<file path="src/hdl/ohc_pkg.sv">
/*
 * Package for the operating hours counter block: widths, timing constants,
 * register map, reset values and the carrier types shared by the design.
 * Assumes a single 25 MHz system clock and an APB master on that clock.
 */
package ohc_pkg;

	// ------------------------------------------------------------------
	// Sizes
	// ------------------------------------------------------------------

	// Number of independent counter instances.
	localparam int unsigned OHC_NUM = 4;
	// Minute count width: 100 years of minutes fits in 26 bits.
	localparam int unsigned OHC_MIN_W = 26;
	// Hours width: 100 years of hours fits in 20 bits.
	localparam int unsigned OHC_HRS_W = 20;
	// Setpoint width in hours, as a 32-bit operand word.
	localparam int unsigned OHC_SET_W = 32;
	// Prescaler width, large enough for one minute of clock cycles.
	localparam int unsigned OHC_PRE_W = 31;
	// Width of the event field in the status register.
	localparam int unsigned OHC_EV_W = 8;
	// APB address and data widths.
	localparam int unsigned OHC_AW = 8;
	localparam int unsigned OHC_DW = 32;

	// ------------------------------------------------------------------
	// Timing
	// ------------------------------------------------------------------

	// System clock rate in hertz.
	localparam longint unsigned OHC_CLK_HZ = 25_000_000;
	// Basic counting period in seconds.
	localparam longint unsigned OHC_TICK_S = 60;
	// Clock cycles in one counting period.
	localparam longint unsigned OHC_TICK_CYCLES = OHC_CLK_HZ * OHC_TICK_S;
	// Minutes in one hour, the divisor for the hours value.
	localparam logic [OHC_MIN_W-1:0] OHC_MIN_PER_HOUR = 26'h000003C;
	// Saturation value of the minute count: the last minute whose hours fit.
	localparam logic [OHC_MIN_W-1:0] OHC_MIN_MAX = 26'h3BFFFFF;

	// ------------------------------------------------------------------
	// Register map
	// ------------------------------------------------------------------

	// Spacing of the per-instance register groups.
	localparam logic [OHC_AW-1:0] OHC_INST_STRIDE = 8'h10;
	// Offsets inside one instance group.
	localparam logic [3:0] OHC_OFS_HOURS = 4'h0;
	localparam logic [3:0] OHC_OFS_MINUTES = 4'h4;
	localparam logic [3:0] OHC_OFS_SETPOINT = 4'h8;
	// Global registers.
	localparam logic [OHC_AW-1:0] OHC_ADDR_CTRL = 8'h40;
	localparam logic [OHC_AW-1:0] OHC_ADDR_STATUS = 8'h44;
	localparam logic [OHC_AW-1:0] OHC_ADDR_MASK = 8'h48;
	// Last address of the instance groups.
	localparam logic [OHC_AW-1:0] OHC_INST_END = 8'h3F;
	// Reset values.
	localparam logic [OHC_NUM-1:0] OHC_CTRL_RST = 4'hF;
	localparam logic [OHC_EV_W-1:0] OHC_MASK_RST = 8'h00;
	// Status layout: limit events low, clear events high.
	localparam int unsigned OHC_EV_LIMIT_LSB = 0;
	localparam int unsigned OHC_EV_CLEAR_LSB = 4;

	// ------------------------------------------------------------------
	// Types
	// ------------------------------------------------------------------

	// Phase of the block: restore retained counts, then run.
	typedef enum logic [1:0] {
		OHC_RESTORE = 2'h0,
		OHC_RUN = 2'h1
	} ohc_phase_t;

	// APB request from the master.
	typedef struct packed {
		logic [OHC_AW-1:0] paddr;
		logic psel;
		logic penable;
		logic pwrite;
		logic [OHC_DW-1:0] pwdata;
	} ohc_apb_req_t;

	// APB answer to the master.
	typedef struct packed {
		logic [OHC_DW-1:0] prdata;
		logic pready;
		logic pslverr;
	} ohc_apb_rsp_t;

	// One group of minute counts, one word per instance.
	typedef logic [OHC_NUM-1:0][OHC_MIN_W-1:0] ohc_min_arr_t;
	// Hours values of all instances.
	typedef logic [OHC_NUM-1:0][OHC_HRS_W-1:0] ohc_hrs_arr_t;
	// Setpoints of all instances.
	typedef logic [OHC_NUM-1:0][OHC_SET_W-1:0] ohc_set_arr_t;
	// Prescalers of all instances.
	typedef logic [OHC_NUM-1:0][OHC_PRE_W-1:0] ohc_pre_arr_t;

	// Whole state of the block.
	typedef struct packed {
		ohc_phase_t phase;
		ohc_min_arr_t minutes;
		ohc_pre_arr_t prescale;
		ohc_hrs_arr_t hours;
		logic [OHC_NUM-1:0] contact;
		logic [OHC_NUM-1:0] clr_prev;
		logic [OHC_NUM-1:0] ctrl;
		logic [OHC_EV_W-1:0] status;
		logic [OHC_EV_W-1:0] mask;
		logic irq;
		logic [OHC_DW-1:0] rdata;
	} ohc_state_t;

endpackage

</file>
<file path="src/hdl/ohc_top.sv">
/*
 * Operating hours counter block with four instances, retained minute
 * counts, a limit contact per instance, and an APB register slave with
 * a masked, read-to-clear event interrupt.
 * Assumes the user logic and the retained store run on clk, and that the
 * store presents its saved counts whenever the block leaves reset.
 */
// Decided for this implementation: the register addresses and the APB register port.
// What this block does
// [RQ1] Enabled counters add one each minute tick
// [RQ2] Value output shows whole hours, truncated
// [RQ3] Minute counts kept in retained storage
// [RQ4] Clear input sets actual value to zero
// [RQ5] Limit contact while hours reach setpoint
// [RQ6] Reset, mode or program changes keep counts
// [RQ7] Partial minute dropped when enable falls
// [RQ8] Count range covers one hundred years
// [RQ9] User logic supplies setpoint in hours
// [RQ10] Four independent counter instances provided
// [RQ11] Minute prescaler runs only while enabled
// [RQ12] Clear overrides enable when both active
`timescale 1ns/10ps
`default_nettype none

module ohc_top
#(
	// Clock cycles per minute tick; shorten for simulation.
	parameter int unsigned MINUTE_CYCLES = 32'(ohc_pkg::OHC_TICK_CYCLES)
)
(
	input wire logic clk,
	input wire logic srst,
	input wire logic [ohc_pkg::OHC_NUM-1:0] hours_count_enable,
	input wire logic [ohc_pkg::OHC_NUM-1:0] hours_clear_input,
	input wire ohc_pkg::ohc_set_arr_t upper_hours_setpoint,
	output logic [ohc_pkg::OHC_NUM-1:0] limit_reached_contact,
	output ohc_pkg::ohc_hrs_arr_t hours_value_output,
	input wire ohc_pkg::ohc_min_arr_t retained_minutes_in,
	output ohc_pkg::ohc_min_arr_t retained_minutes_out,
	output logic retained_valid,
	input wire ohc_pkg::ohc_apb_req_t apb_req,
	output ohc_pkg::ohc_apb_rsp_t apb_rsp,
	output logic irq
);

	// ------------------------------------------------------------------
	// Helpers
	// ------------------------------------------------------------------

	// Last prescaler value before a minute tick.
	localparam logic [ohc_pkg::OHC_PRE_W-1:0] TICK_LAST =
		ohc_pkg::OHC_PRE_W'(MINUTE_CYCLES - 1);

	// Tells whether an address falls on a mapped register.
	function automatic logic ohc_mapped(input logic [ohc_pkg::OHC_AW-1:0] a);
		logic [3:0] ofs;
		ofs = a[3:0];
		if (a <= ohc_pkg::OHC_INST_END)
		begin
			ohc_mapped = (ofs == ohc_pkg::OHC_OFS_HOURS) ||
				(ofs == ohc_pkg::OHC_OFS_MINUTES) ||
				(ofs == ohc_pkg::OHC_OFS_SETPOINT);
		end
		else
		begin
			ohc_mapped = (a == ohc_pkg::OHC_ADDR_CTRL) ||
				(a == ohc_pkg::OHC_ADDR_STATUS) ||
				(a == ohc_pkg::OHC_ADDR_MASK);
		end
	endfunction

	// ------------------------------------------------------------------
	// State
	// ------------------------------------------------------------------

	// Registered state of the whole block.
	ohc_pkg::ohc_state_t st;
	// Next value of the state.
	ohc_pkg::ohc_state_t next_st;
	// APB phase decodes.
	logic apb_setup;
	logic apb_access;
	// Effective enable per instance, coil gated by the control register.
	logic [ohc_pkg::OHC_NUM-1:0] cnt_en;

	// Phase decodes of the APB transfer.
	assign apb_setup = apb_req.psel & ~apb_req.penable;
	assign apb_access = apb_req.psel & apb_req.penable;

	// Counting is allowed only where software leaves the instance on.
	assign cnt_en = hours_count_enable & st.ctrl;

	// Computes the next state of counters, events and registers.
	always_comb
	begin
		logic [ohc_pkg::OHC_EV_W-1:0] ev;
		logic [ohc_pkg::OHC_EV_W-1:0] rd_clr;
		logic [3:0] ofs;
		int unsigned idx;
		ev = '0;
		rd_clr = '0;
		ofs = apb_req.paddr[3:0];
		idx = 32'(apb_req.paddr[5:4]);
		next_st = st;

		// Counter instances, each fully independent. [RQ10]
		for (int i = 0; i < ohc_pkg::OHC_NUM; i++)
		begin
			if (st.phase == ohc_pkg::OHC_RESTORE)
			begin
				// Counts resume from the retained store. [RQ3] [RQ6]
				next_st.minutes[i] = retained_minutes_in[i];
				next_st.prescale[i] = '0;
			end
			else if (hours_clear_input[i])
			begin
				// Clear wins over enable and holds zero. [RQ4] [RQ12]
				next_st.minutes[i] = '0;
				next_st.prescale[i] = '0;
			end
			else if (!cnt_en[i])
			begin
				// Seconds of a broken minute are dropped. [RQ7] [RQ11]
				next_st.prescale[i] = '0;
			end
			else if (st.prescale[i] == TICK_LAST)
			begin
				// Minute tick: add one, saturating at the top. [RQ1] [RQ8]
				next_st.prescale[i] = '0;
				if (st.minutes[i] != ohc_pkg::OHC_MIN_MAX)
				begin
					next_st.minutes[i] = st.minutes[i] + 26'h0000001;
				end
			end
			else
			begin
				// Prescaler advances only while enabled. [RQ11]
				next_st.prescale[i] = st.prescale[i] + 31'h00000001;
			end
			// Whole hours, remainder of minutes dropped. [RQ2]
			next_st.hours[i] = ohc_pkg::OHC_HRS_W'(next_st.minutes[i] /
				ohc_pkg::OHC_MIN_PER_HOUR);
			// Contact follows hours against the user setpoint. [RQ5] [RQ9]
			next_st.contact[i] = (32'(st.hours[i]) >= upper_hours_setpoint[i]);
			next_st.clr_prev[i] = hours_clear_input[i];
			// Events: contact closing and clear input rising.
			ev[ohc_pkg::OHC_EV_LIMIT_LSB + i] = next_st.contact[i] &
				~st.contact[i];
			ev[ohc_pkg::OHC_EV_CLEAR_LSB + i] = hours_clear_input[i] &
				~st.clr_prev[i];
		end

		// Restore lasts one cycle after reset release.
		case (st.phase)
			ohc_pkg::OHC_RESTORE:
			begin
				next_st.phase = ohc_pkg::OHC_RUN;
			end
			ohc_pkg::OHC_RUN:
			begin
				next_st.phase = ohc_pkg::OHC_RUN;
			end
			default:
			begin
				next_st.phase = ohc_pkg::OHC_RESTORE;
			end
		endcase

		// Read data is captured in the setup cycle of a read.
		if (apb_setup && !apb_req.pwrite)
		begin
			next_st.rdata = '0;
			if (apb_req.paddr <= ohc_pkg::OHC_INST_END)
			begin
				if (ofs == ohc_pkg::OHC_OFS_HOURS)
				begin
					next_st.rdata = 32'(st.hours[idx]);
				end
				else if (ofs == ohc_pkg::OHC_OFS_MINUTES)
				begin
					next_st.rdata = 32'(st.minutes[idx]);
				end
				else if (ofs == ohc_pkg::OHC_OFS_SETPOINT)
				begin
					next_st.rdata = upper_hours_setpoint[idx];
				end
			end
			else if (apb_req.paddr == ohc_pkg::OHC_ADDR_CTRL)
			begin
				next_st.rdata = 32'(st.ctrl);
			end
			else if (apb_req.paddr == ohc_pkg::OHC_ADDR_STATUS)
			begin
				next_st.rdata = 32'(st.status);
			end
			else if (apb_req.paddr == ohc_pkg::OHC_ADDR_MASK)
			begin
				next_st.rdata = 32'(st.mask);
			end
		end

		// Writes and the read-clear of status take effect at access end.
		if (apb_access)
		begin
			if (apb_req.pwrite && apb_req.paddr == ohc_pkg::OHC_ADDR_CTRL)
			begin
				next_st.ctrl = apb_req.pwdata[ohc_pkg::OHC_NUM-1:0];
			end
			else if (apb_req.pwrite && apb_req.paddr == ohc_pkg::OHC_ADDR_MASK)
			begin
				next_st.mask = apb_req.pwdata[ohc_pkg::OHC_EV_W-1:0];
			end
			else if (!apb_req.pwrite &&
				apb_req.paddr == ohc_pkg::OHC_ADDR_STATUS)
			begin
				// Only bits that were actually returned get cleared.
				rd_clr = st.rdata[ohc_pkg::OHC_EV_W-1:0];
			end
		end

		// A new event beats a clear in the same cycle.
		next_st.status = (st.status & ~rd_clr) | ev;
		next_st.irq = |(next_st.status & next_st.mask);
	end

	// Registers the state; reset puts it into the restore phase.
	always_ff @(posedge clk)
	begin
		if (srst)
		begin
			st <= '0;
			st.phase <= ohc_pkg::OHC_RESTORE;
			st.ctrl <= ohc_pkg::OHC_CTRL_RST;
			st.mask <= ohc_pkg::OHC_MASK_RST;
		end
		else
		begin
			st <= next_st;
		end
	end

	// ------------------------------------------------------------------
	// Outputs
	// ------------------------------------------------------------------

	// User-facing contact and hours value, both from registers.
	assign limit_reached_contact = st.contact;
	assign hours_value_output = st.hours;
	// Retained store image; valid once restore is done. [RQ3]
	assign retained_minutes_out = st.minutes;
	assign retained_valid = (st.phase == ohc_pkg::OHC_RUN);
	// APB answer: zero wait states, error on unmapped addresses.
	assign apb_rsp.prdata = st.rdata;
	assign apb_rsp.pready = 1'b1;
	assign apb_rsp.pslverr = apb_access & ~ohc_mapped(apb_req.paddr);
	assign irq = st.irq;

	// ------------------------------------------------------------------
	// Checks
	// ------------------------------------------------------------------

	// Per-instance checks on counting, clearing and the contact.
	for (genvar g = 0; g < ohc_pkg::OHC_NUM; g++)
	begin : g_chk
		chk_count_step: assert property ( // [RQ1]
			@(posedge clk) disable iff (srst)
			(st.phase == ohc_pkg::OHC_RUN && cnt_en[g] &&
			!hours_clear_input[g] && st.prescale[g] == TICK_LAST &&
			st.minutes[g] != ohc_pkg::OHC_MIN_MAX)
			|=> (st.minutes[g] == $past(st.minutes[g]) + 26'h0000001))
			else $error("minute tick did not add one");
		chk_hold_idle: assert property ( // [RQ1]
			@(posedge clk) disable iff (srst)
			(st.phase == ohc_pkg::OHC_RUN && !cnt_en[g] &&
			!hours_clear_input[g]) |=> $stable(st.minutes[g]))
			else $error("count moved while disabled");
		chk_hours_trunc: assert property ( // [RQ2]
			@(posedge clk) disable iff (srst)
			hours_value_output[g] == ohc_pkg::OHC_HRS_W'(st.minutes[g] /
			ohc_pkg::OHC_MIN_PER_HOUR))
			else $error("hours value not minutes over sixty");
		chk_clear_zero: assert property ( // [RQ12]
			@(posedge clk) disable iff (srst)
			(st.phase == ohc_pkg::OHC_RUN && hours_clear_input[g])
			|=> (st.minutes[g] == '0 && st.prescale[g] == '0))
			else $error("clear did not zero the counter");
		chk_limit_contact: assert property ( // [RQ5]
			@(posedge clk) disable iff (srst)
			st.phase == ohc_pkg::OHC_RUN ##1 1'b1 |->
			limit_reached_contact[g] ==
			(32'($past(st.hours[g])) >= $past(upper_hours_setpoint[g])))
			else $error("contact disagrees with setpoint compare");
		chk_drop_partial: assert property ( // [RQ7]
			@(posedge clk) disable iff (srst)
			$fell(cnt_en[g]) |=> (st.prescale[g] == '0))
			else $error("partial minute carried after enable drop");
		chk_restore_load: assert property ( // [RQ3]
			@(posedge clk) disable iff (srst)
			(!srst && st.phase == ohc_pkg::OHC_RESTORE) |=>
			(st.minutes[g] == $past(retained_minutes_in[g]) &&
			retained_valid))
			else $error("retained count not restored");
		// A closing contact leaves a sticky event in the same cycle.
		chk_limit_event: assert property ( // [RQ5]
			@(posedge clk) disable iff (srst)
			$rose(limit_reached_contact[g]) |->
			st.status[ohc_pkg::OHC_EV_LIMIT_LSB + g])
			else $error("contact closing left no event");
		// A rising clear coil leaves a sticky event one cycle later.
		chk_clear_event: assert property ( // [RQ4]
			@(posedge clk) disable iff (srst)
			(!srst && $rose(hours_clear_input[g])) |=>
			st.status[ohc_pkg::OHC_EV_CLEAR_LSB + g])
			else $error("clear rising left no event");
		// The prescaler never counts past the last cycle of a minute.
		chk_prescale_bound: assert property ( // [RQ11]
			@(posedge clk) disable iff (srst)
			st.prescale[g] <= TICK_LAST)
			else $error("prescaler ran past one minute");
		// Minutes move only on a tick, a clear or a restore.
		chk_tick_only: assert property ( // [RQ11]
			@(posedge clk) disable iff (srst)
			(!srst && st.phase == ohc_pkg::OHC_RUN &&
			!hours_clear_input[g] && st.prescale[g] != TICK_LAST)
			|=> $stable(st.minutes[g]))
			else $error("count moved between minute ticks");
	end

	// Interrupt level tracks unmasked sticky events.
	chk_irq_level: assert property ( // [RQ10]
		@(posedge clk) disable iff (srst)
		irq == |(st.status & st.mask))
		else $error("interrupt level wrong");

	// Sticky events stay set until software reads the status word.
	chk_status_sticky: assert property ( // [RQ5]
		@(posedge clk) disable iff (srst)
		!(apb_access && !apb_req.pwrite &&
		apb_req.paddr == ohc_pkg::OHC_ADDR_STATUS) |=>
		((st.status & $past(st.status)) == $past(st.status)))
		else $error("event bit lost without a status read");

endmodule

`default_nettype wire

</file>
<file path="config.mk">
export PLATFORM = sky130hd
export DESIGN_NAME = ohc_top
export DESIGN_NICKNAME = d
export VERILOG_FILES = /design/src/hdl/ohc_pkg.sv /design/src/hdl/ohc_top.sv
export SDC_FILE = /design/constraint.sdc
export NUM_CORES = 1
export LEC_CHECK = 0
export BUFFER_PORTS_ARGS = -buffer_cell sky130_fd_sc_hd__buf_2
export CAP_MARGIN = 20
export CELL_PAD_IN_SITES_DETAIL_PLACEMENT = 0
export CELL_PAD_IN_SITES_GLOBAL_PLACEMENT = 2
export CORE_ASPECT_RATIO = 1.5
export CORE_MARGIN = 2
export CORE_UTILIZATION = 34
export CTS_CLUSTER_SIZE = 20
export DETAILED_ROUTE_END_ITERATION = 10
export PLACE_DENSITY_LB_ADDON = 0.3
export SYNTH_ARGS = -nofsm -noshare
export SYNTH_HDL_FRONTEND = slang
export SYNTH_SLANG_ARGS = --single-unit
</file>
<file path="constraint.sdc">
create_clock -name clk -period 14.9 [get_ports clk]
set_clock_uncertainty 0.2 [all_clocks]
set_input_delay 2.235 -clock clk [delete_from_list [all_inputs] [get_ports clk]]
set_output_delay 2.235 -clock clk [all_outputs]
set_load 0.02 [all_outputs]
</file>
## Yosys cells after proc, flatten, opt, wreduce, memory -nomap -nowiden

Cells that the tools add are included.

| storage, ports and cells | value |
|---|---|
| register bits after elaboration | 371 |
| output and inout port bits | 224 |
| input port bits | 285 |

| operators by class | value |
|---|---|
| $add $sub $neg | 8 |
| muxes and demuxes | 42 |
| equality and inequality tests | 14 |
| $lt $le $gt $ge | 6 |
| bitwise logic cells | 30 |
| divide/modulo/power cells | 4 |
| reduce and logical (&&, ||, !) cells | 18 |

Operators by type and width:

| kind | count |
|---|---|
| $mux 26 | 21 |
| $mux 32 | 5 |
| $ge 20x32->1 | 4 |
| $add 31x1->31 const B | 4 |
| $eq 31x31->1 const B | 4 |
| $add 26x1->26 const B | 4 |
| $div 26x6->26 const B | 4 |
| $ne 26x26->1 const B | 4 |
| $mux 8 | 10 |
| $bmux 32 s2 | 1 |
| $bmux 26 s2 | 1 |
| $bmux 20 s2 | 1 |
| $eq 8x7->1 const B | 3 |
| $mux 20 | 1 |
| $reduce_or 5->1 | 4 |
| $and 8x8->8 | 2 |
| $not 1->1 | 14 |
| $and 1x1->1 | 11 |
| $le 8x6->1 const B | 1 |
| $not 8->8 | 1 |
| $or 8x8->8 | 1 |
| $reduce_or 8->1 | 1 |
| $and 4x4->4 | 1 |
| $eq 4x3->1 const B | 1 |
| other kinds (11) | 18 |

## Depth between registers and ports, before layout

| depth | value |
|---|---|
| depth after elaboration | 11 |
| mapped depth | 42 |

## Worst setup path after synthesis

No wires, ideal clock.

| timing | value |
|---|---|
| kind | input to register |
| start point | in hours_count_enable[0] (netlist name) |
| end point | reg st, in the netlist hours_value_output[0] |
| setup time | 86 ps |
| cell stages on the path | 35 |
| data required time | 14614 ps |
| slack | 2915 ps |
| arrival | 11700 ps |
| cell sequence | nand2_1 or4_1 nor4b_2 or3_1 buf_4 o21ai_0 o221a_2 a211o_1 or4_1 a2111o_1 and3_4 a211o_2 nor3_4 mux2_4 nor3_2 a21o_2 nand2_1 a2111o_1 o211a_2 o211a_1 mux2i_4 mux2i_1 inv_1 a2111oi_2 a2bb2oi_2 a221oi_2 o21a_1 o221a_2 or4_4 mux2_4 xnor2_2 and3_1 a221o_1 o2bb2ai_1 a211oi_1 |

| on the way | value |
|---|---|
| cells in the longest elaborated chain, start to end | 5 |

Ends and longest elaborated chain:

| item | RTL line | RTL |
|---|---|---|
| start, declared | ohc_top.sv:33 | `input wire logic [ohc_pkg::OHC_NUM-1:0] hours_count_enable,` |
| $and 4x4->4 | ohc_top.sv:91 | `assign cnt_en = hours_count_enable & st.ctrl;` |
| $mux 26 | ohc_top.sv:121 | `else if (!cnt_en[i])` |
| $mux 26 | ohc_top.sv:115 | `else if (hours_clear_input[i])` |
| $mux 26 | ohc_top.sv:109 | `if (st.phase == ohc_pkg::OHC_RESTORE)` |
| $div 26x6->26 | ohc_top.sv:141 | `next_st.hours[i] = ohc_pkg::OHC_HRS_W'(next_st.minutes[i] /` |
| end signal, assigned | ohc_top.sv:238 | `st <= next_st;` |
| end, declared | ohc_top.sv:77 | `ohc_pkg::ohc_state_t st;` |

No other way between the ends.
A chain may end at the register's enable or synchronous reset.

## Final worst setup path

| timing | value |
|---|---|
| start point | in hours_count_enable[3] (netlist name) |
| end point | reg st, in the netlist hours_value_output[60] |

The elaborated chain is that of the path after synthesis.

==> impl_metrics.yaml <==
global_route:
  grt_first_pass_wirelength_um: 223000
  antenna_found_initial: 35
  busiest_layer: "met2"
  grt_max_degree: 76
  grt_pass1_vias: 34273
  track_usage_pct: 28.5
  grt_overflow: 0
  use_met3_pct: 5.85
  use_met2_pct: 48.2
  grtUsageMet1_pct: 32.1
clock_network:
  clk_pin_slew_ns: 0.06
  cts_hold_buf: 0
  clk_latency_ns: 0.62
  h-tree-depth: 2
  cts_tree: "done"
  cts_buffer_depth: 3
  root_buffer: "clkbuf_16"
  cts_resized: 0
  cts_buffers: 48
  cts.sinks: 370
  cts_setup_buffers: 0
layout:
  finalInstanceArea_mm2: 0.0378
  utilization_pct: 37.9
  nets: 4952
  area_growth_pct: 10.4
  fin_cells: 5921
  drive_above_1_share_pct: 19.6
route:
  wl_um: 154000
  route.detailed.drc: 0
  via_per_inst: 6.03
  dr.pass1.iters: 5
  drt_iter0_markers: 2582
  dr_total_vias: 35699
  ant_nets: 0
  wire_per_inst_um: 26.0
worst_setup_path:
  r2r-start: "retained_minutes_out[56]"
  cp_data_required_time_ns: 15.22
  startpoint_type: "primary input"
  cp_common_cell: "nand2_1"
  path_max_fanout: 12
  crit_type: "primary input to register"
  arrival_ns: 13.58
  worst_setup_path_end_kind: "register"
  crit_start: "hours_count_enable[3]"
  cp_slowest_cell: "a31oi_1"
  slowest_delay_ns: 0.90
sta:
  rsz0062_at_grt: "false"
  worst_pin_slew_ns: 1.16
  max_clock_freq_mhz: 75.4
  maxSlewViolCount: 0
  setup_viol_count_final: 0
  timing.final.crit_share_pct: 89.0
  finalHoldViolations: 0
  fin_setup_tns_ns: 0
  slew_headroom_pct: 21.8
  layout_min_cycle_time_ns: 13.27
place:
  place.gp.congestion: 0.928
  dp.final_hpwl_um: 124000
  io_buffers: 483
  placed_cells: 5823
  postPlaceCellArea_mm2: 0.0361
run_status:
  status: "completed"
hold_path:
  hp-class: "register to register"
  min_from: "st[234]"
floorplan:
  start_util_pct: 34.3
  fp.dieH_um: 393
  dieArea_mm2: 0.103
  rows: 142
  fp.coreArea_mm2: 0.0999
  die-width_um: 263
  ios: 509
synth:
  synth-edff-count: 0
  synth_most_common_cell: "nor2_1"
  synth_flop_cell: "dfxtp_1"
  synthCells: 4397
  avgSynthCellArea_um2: 7.80
  synth_cell_type_count: 155
  synth_area_leaders: "dfxtp_1, nor2_1, mux4_2"
  yosysTopAreaCell: "dfxtp_1"
  ys_seq_area_share_pct: 21.6
  synthArstFlopShare_pct: 0
  synthTopCellsByCount: "nor2_1, dfxtp_1, nand2_1"
  yosys_warnings: 0
  synth.net_count: 4770
  syn_area_mm2: 0.0343
  synth.top_cell.area_share_pct: 21.6
  ys_ff_latch: 370
pwr:
  p_leak_nw: 14.9
  p_per_area_mw_per_mm2: 127
  ir_worst_vdd_mv: 0.105
run:
  maxCapViolCount: 0
-- path summary, 6_finish.rpt --
kind | slack [ns] | cells after the start | endpoint
max | 1.63 | 37 | hours_value_output[60]
min reg2reg | 0.26 | 1 | st[234]
max reg2reg | 2.03 | 34 | hours_value_output[40]
min | 0.26 | 1 | st[234]
-- layout by cell type, fill, tap and decap left out, drive strengths merged, types with 25 or more instances in the layout --
cell,Yosys,layout
a211o,31,31
a211oi,65,65
a21o,92,92
a21oi,331,331
a22oi,50,50
a31oi,56,56
and2,69,69
and3,82,82
and4,28,28
buf,268,522
clkbuf,122,65
dfxtp,370,370
ha,88,88
inv,118,118
mux2i,51,51
mux4,78,78
nand2,332,332
nand2b,46,46
nand3,178,178
nand4,85,85
nor2,542,542
nor2b,48,48
nor3,112,112
nor4,63,63
o211a,25,25
o211ai,61,61
o21a,33,33
o21ai,194,194
o22ai,37,37
o31ai,30,30
or2,27,27
or3,55,55
or4,26,26
xnor2,82,82
xor2,120,120
-- registers in the layout, summed over array words and instances, names as in the netlist --
register / count
apb_rsp: 32
hours_value_output: 80
irq: 1
limit_reached_contact: 4
retained_minutes_out: 104
st: 149
-- cell type report --
type / count / area [um2]
Clock inverter: 23 / 309
Antenna cell: 9 / 22.5
Clock buffer: 64 / 1370
Tap cell: 1296 / 1620
Fill cell: 10755 / 62000
Sequential cell: 370 / 7410
Inverter: 118 / 448
Multi-Input combinational cell: 3518 / 23900
Timing Repair Buffer: 523 / 2780
-- critical path: cells and delay by family --
family                 cells  cell delay, ns
AO/OA/AOI/OAI             19            6.95
AND/OR/NAND/NOR           13            3.02
multiplexers               2            0.93
buffers and inverters      3            0.42
-- routing by layer --
layer / share of wire (%) / wire length, um
met2: 47 / 71900
met4: 8.0 / 12300
met1: 39 / 59700
met5: 0.15 / 236
met3: 6.6 / 10100
-- where the power goes --
| group | total [mW] | switching [mW] | internal, mW |
|---|---|---|---|
| combinational | 2.26 | 1.45 | 0.815 |
| clock | 1.28 | 0.513 | 0.766 |
| sequential | 1.24 | 0.178 | 1.07 |
| total | 4.79 | 2.14 | 2.65 |
-- metrics by stage --
step	setup slack (ns)	power, mW	hold WS (ns)
2_1_floorplan	2.91	2.90	0.226
3_3_place_gp	1.30	3.49	0.239
3_5_place_dp	1.26	3.49	0.246
4_1_cts	1.88	4.79	0.259
5_1_grt	0.682	5.06	0.272
6_report	1.63	4.79	0.257
-- cell families after synthesis --
| family | synth area share, % |
|---|---|
| XOR/XNOR | 5.18 |
| multiplexers | 7.39 |
| AO/OA/AOI/OAI | 27.4 |
| other | 0.0109 |
| buffers and inverters | 8.76 |
| AND/OR/NAND/NOR | 25.9 |
| flip-flops | 21.6 |
| adder cells (fa/ha/maj) | 3.70 |
Power figures use the tool's default switching activity.
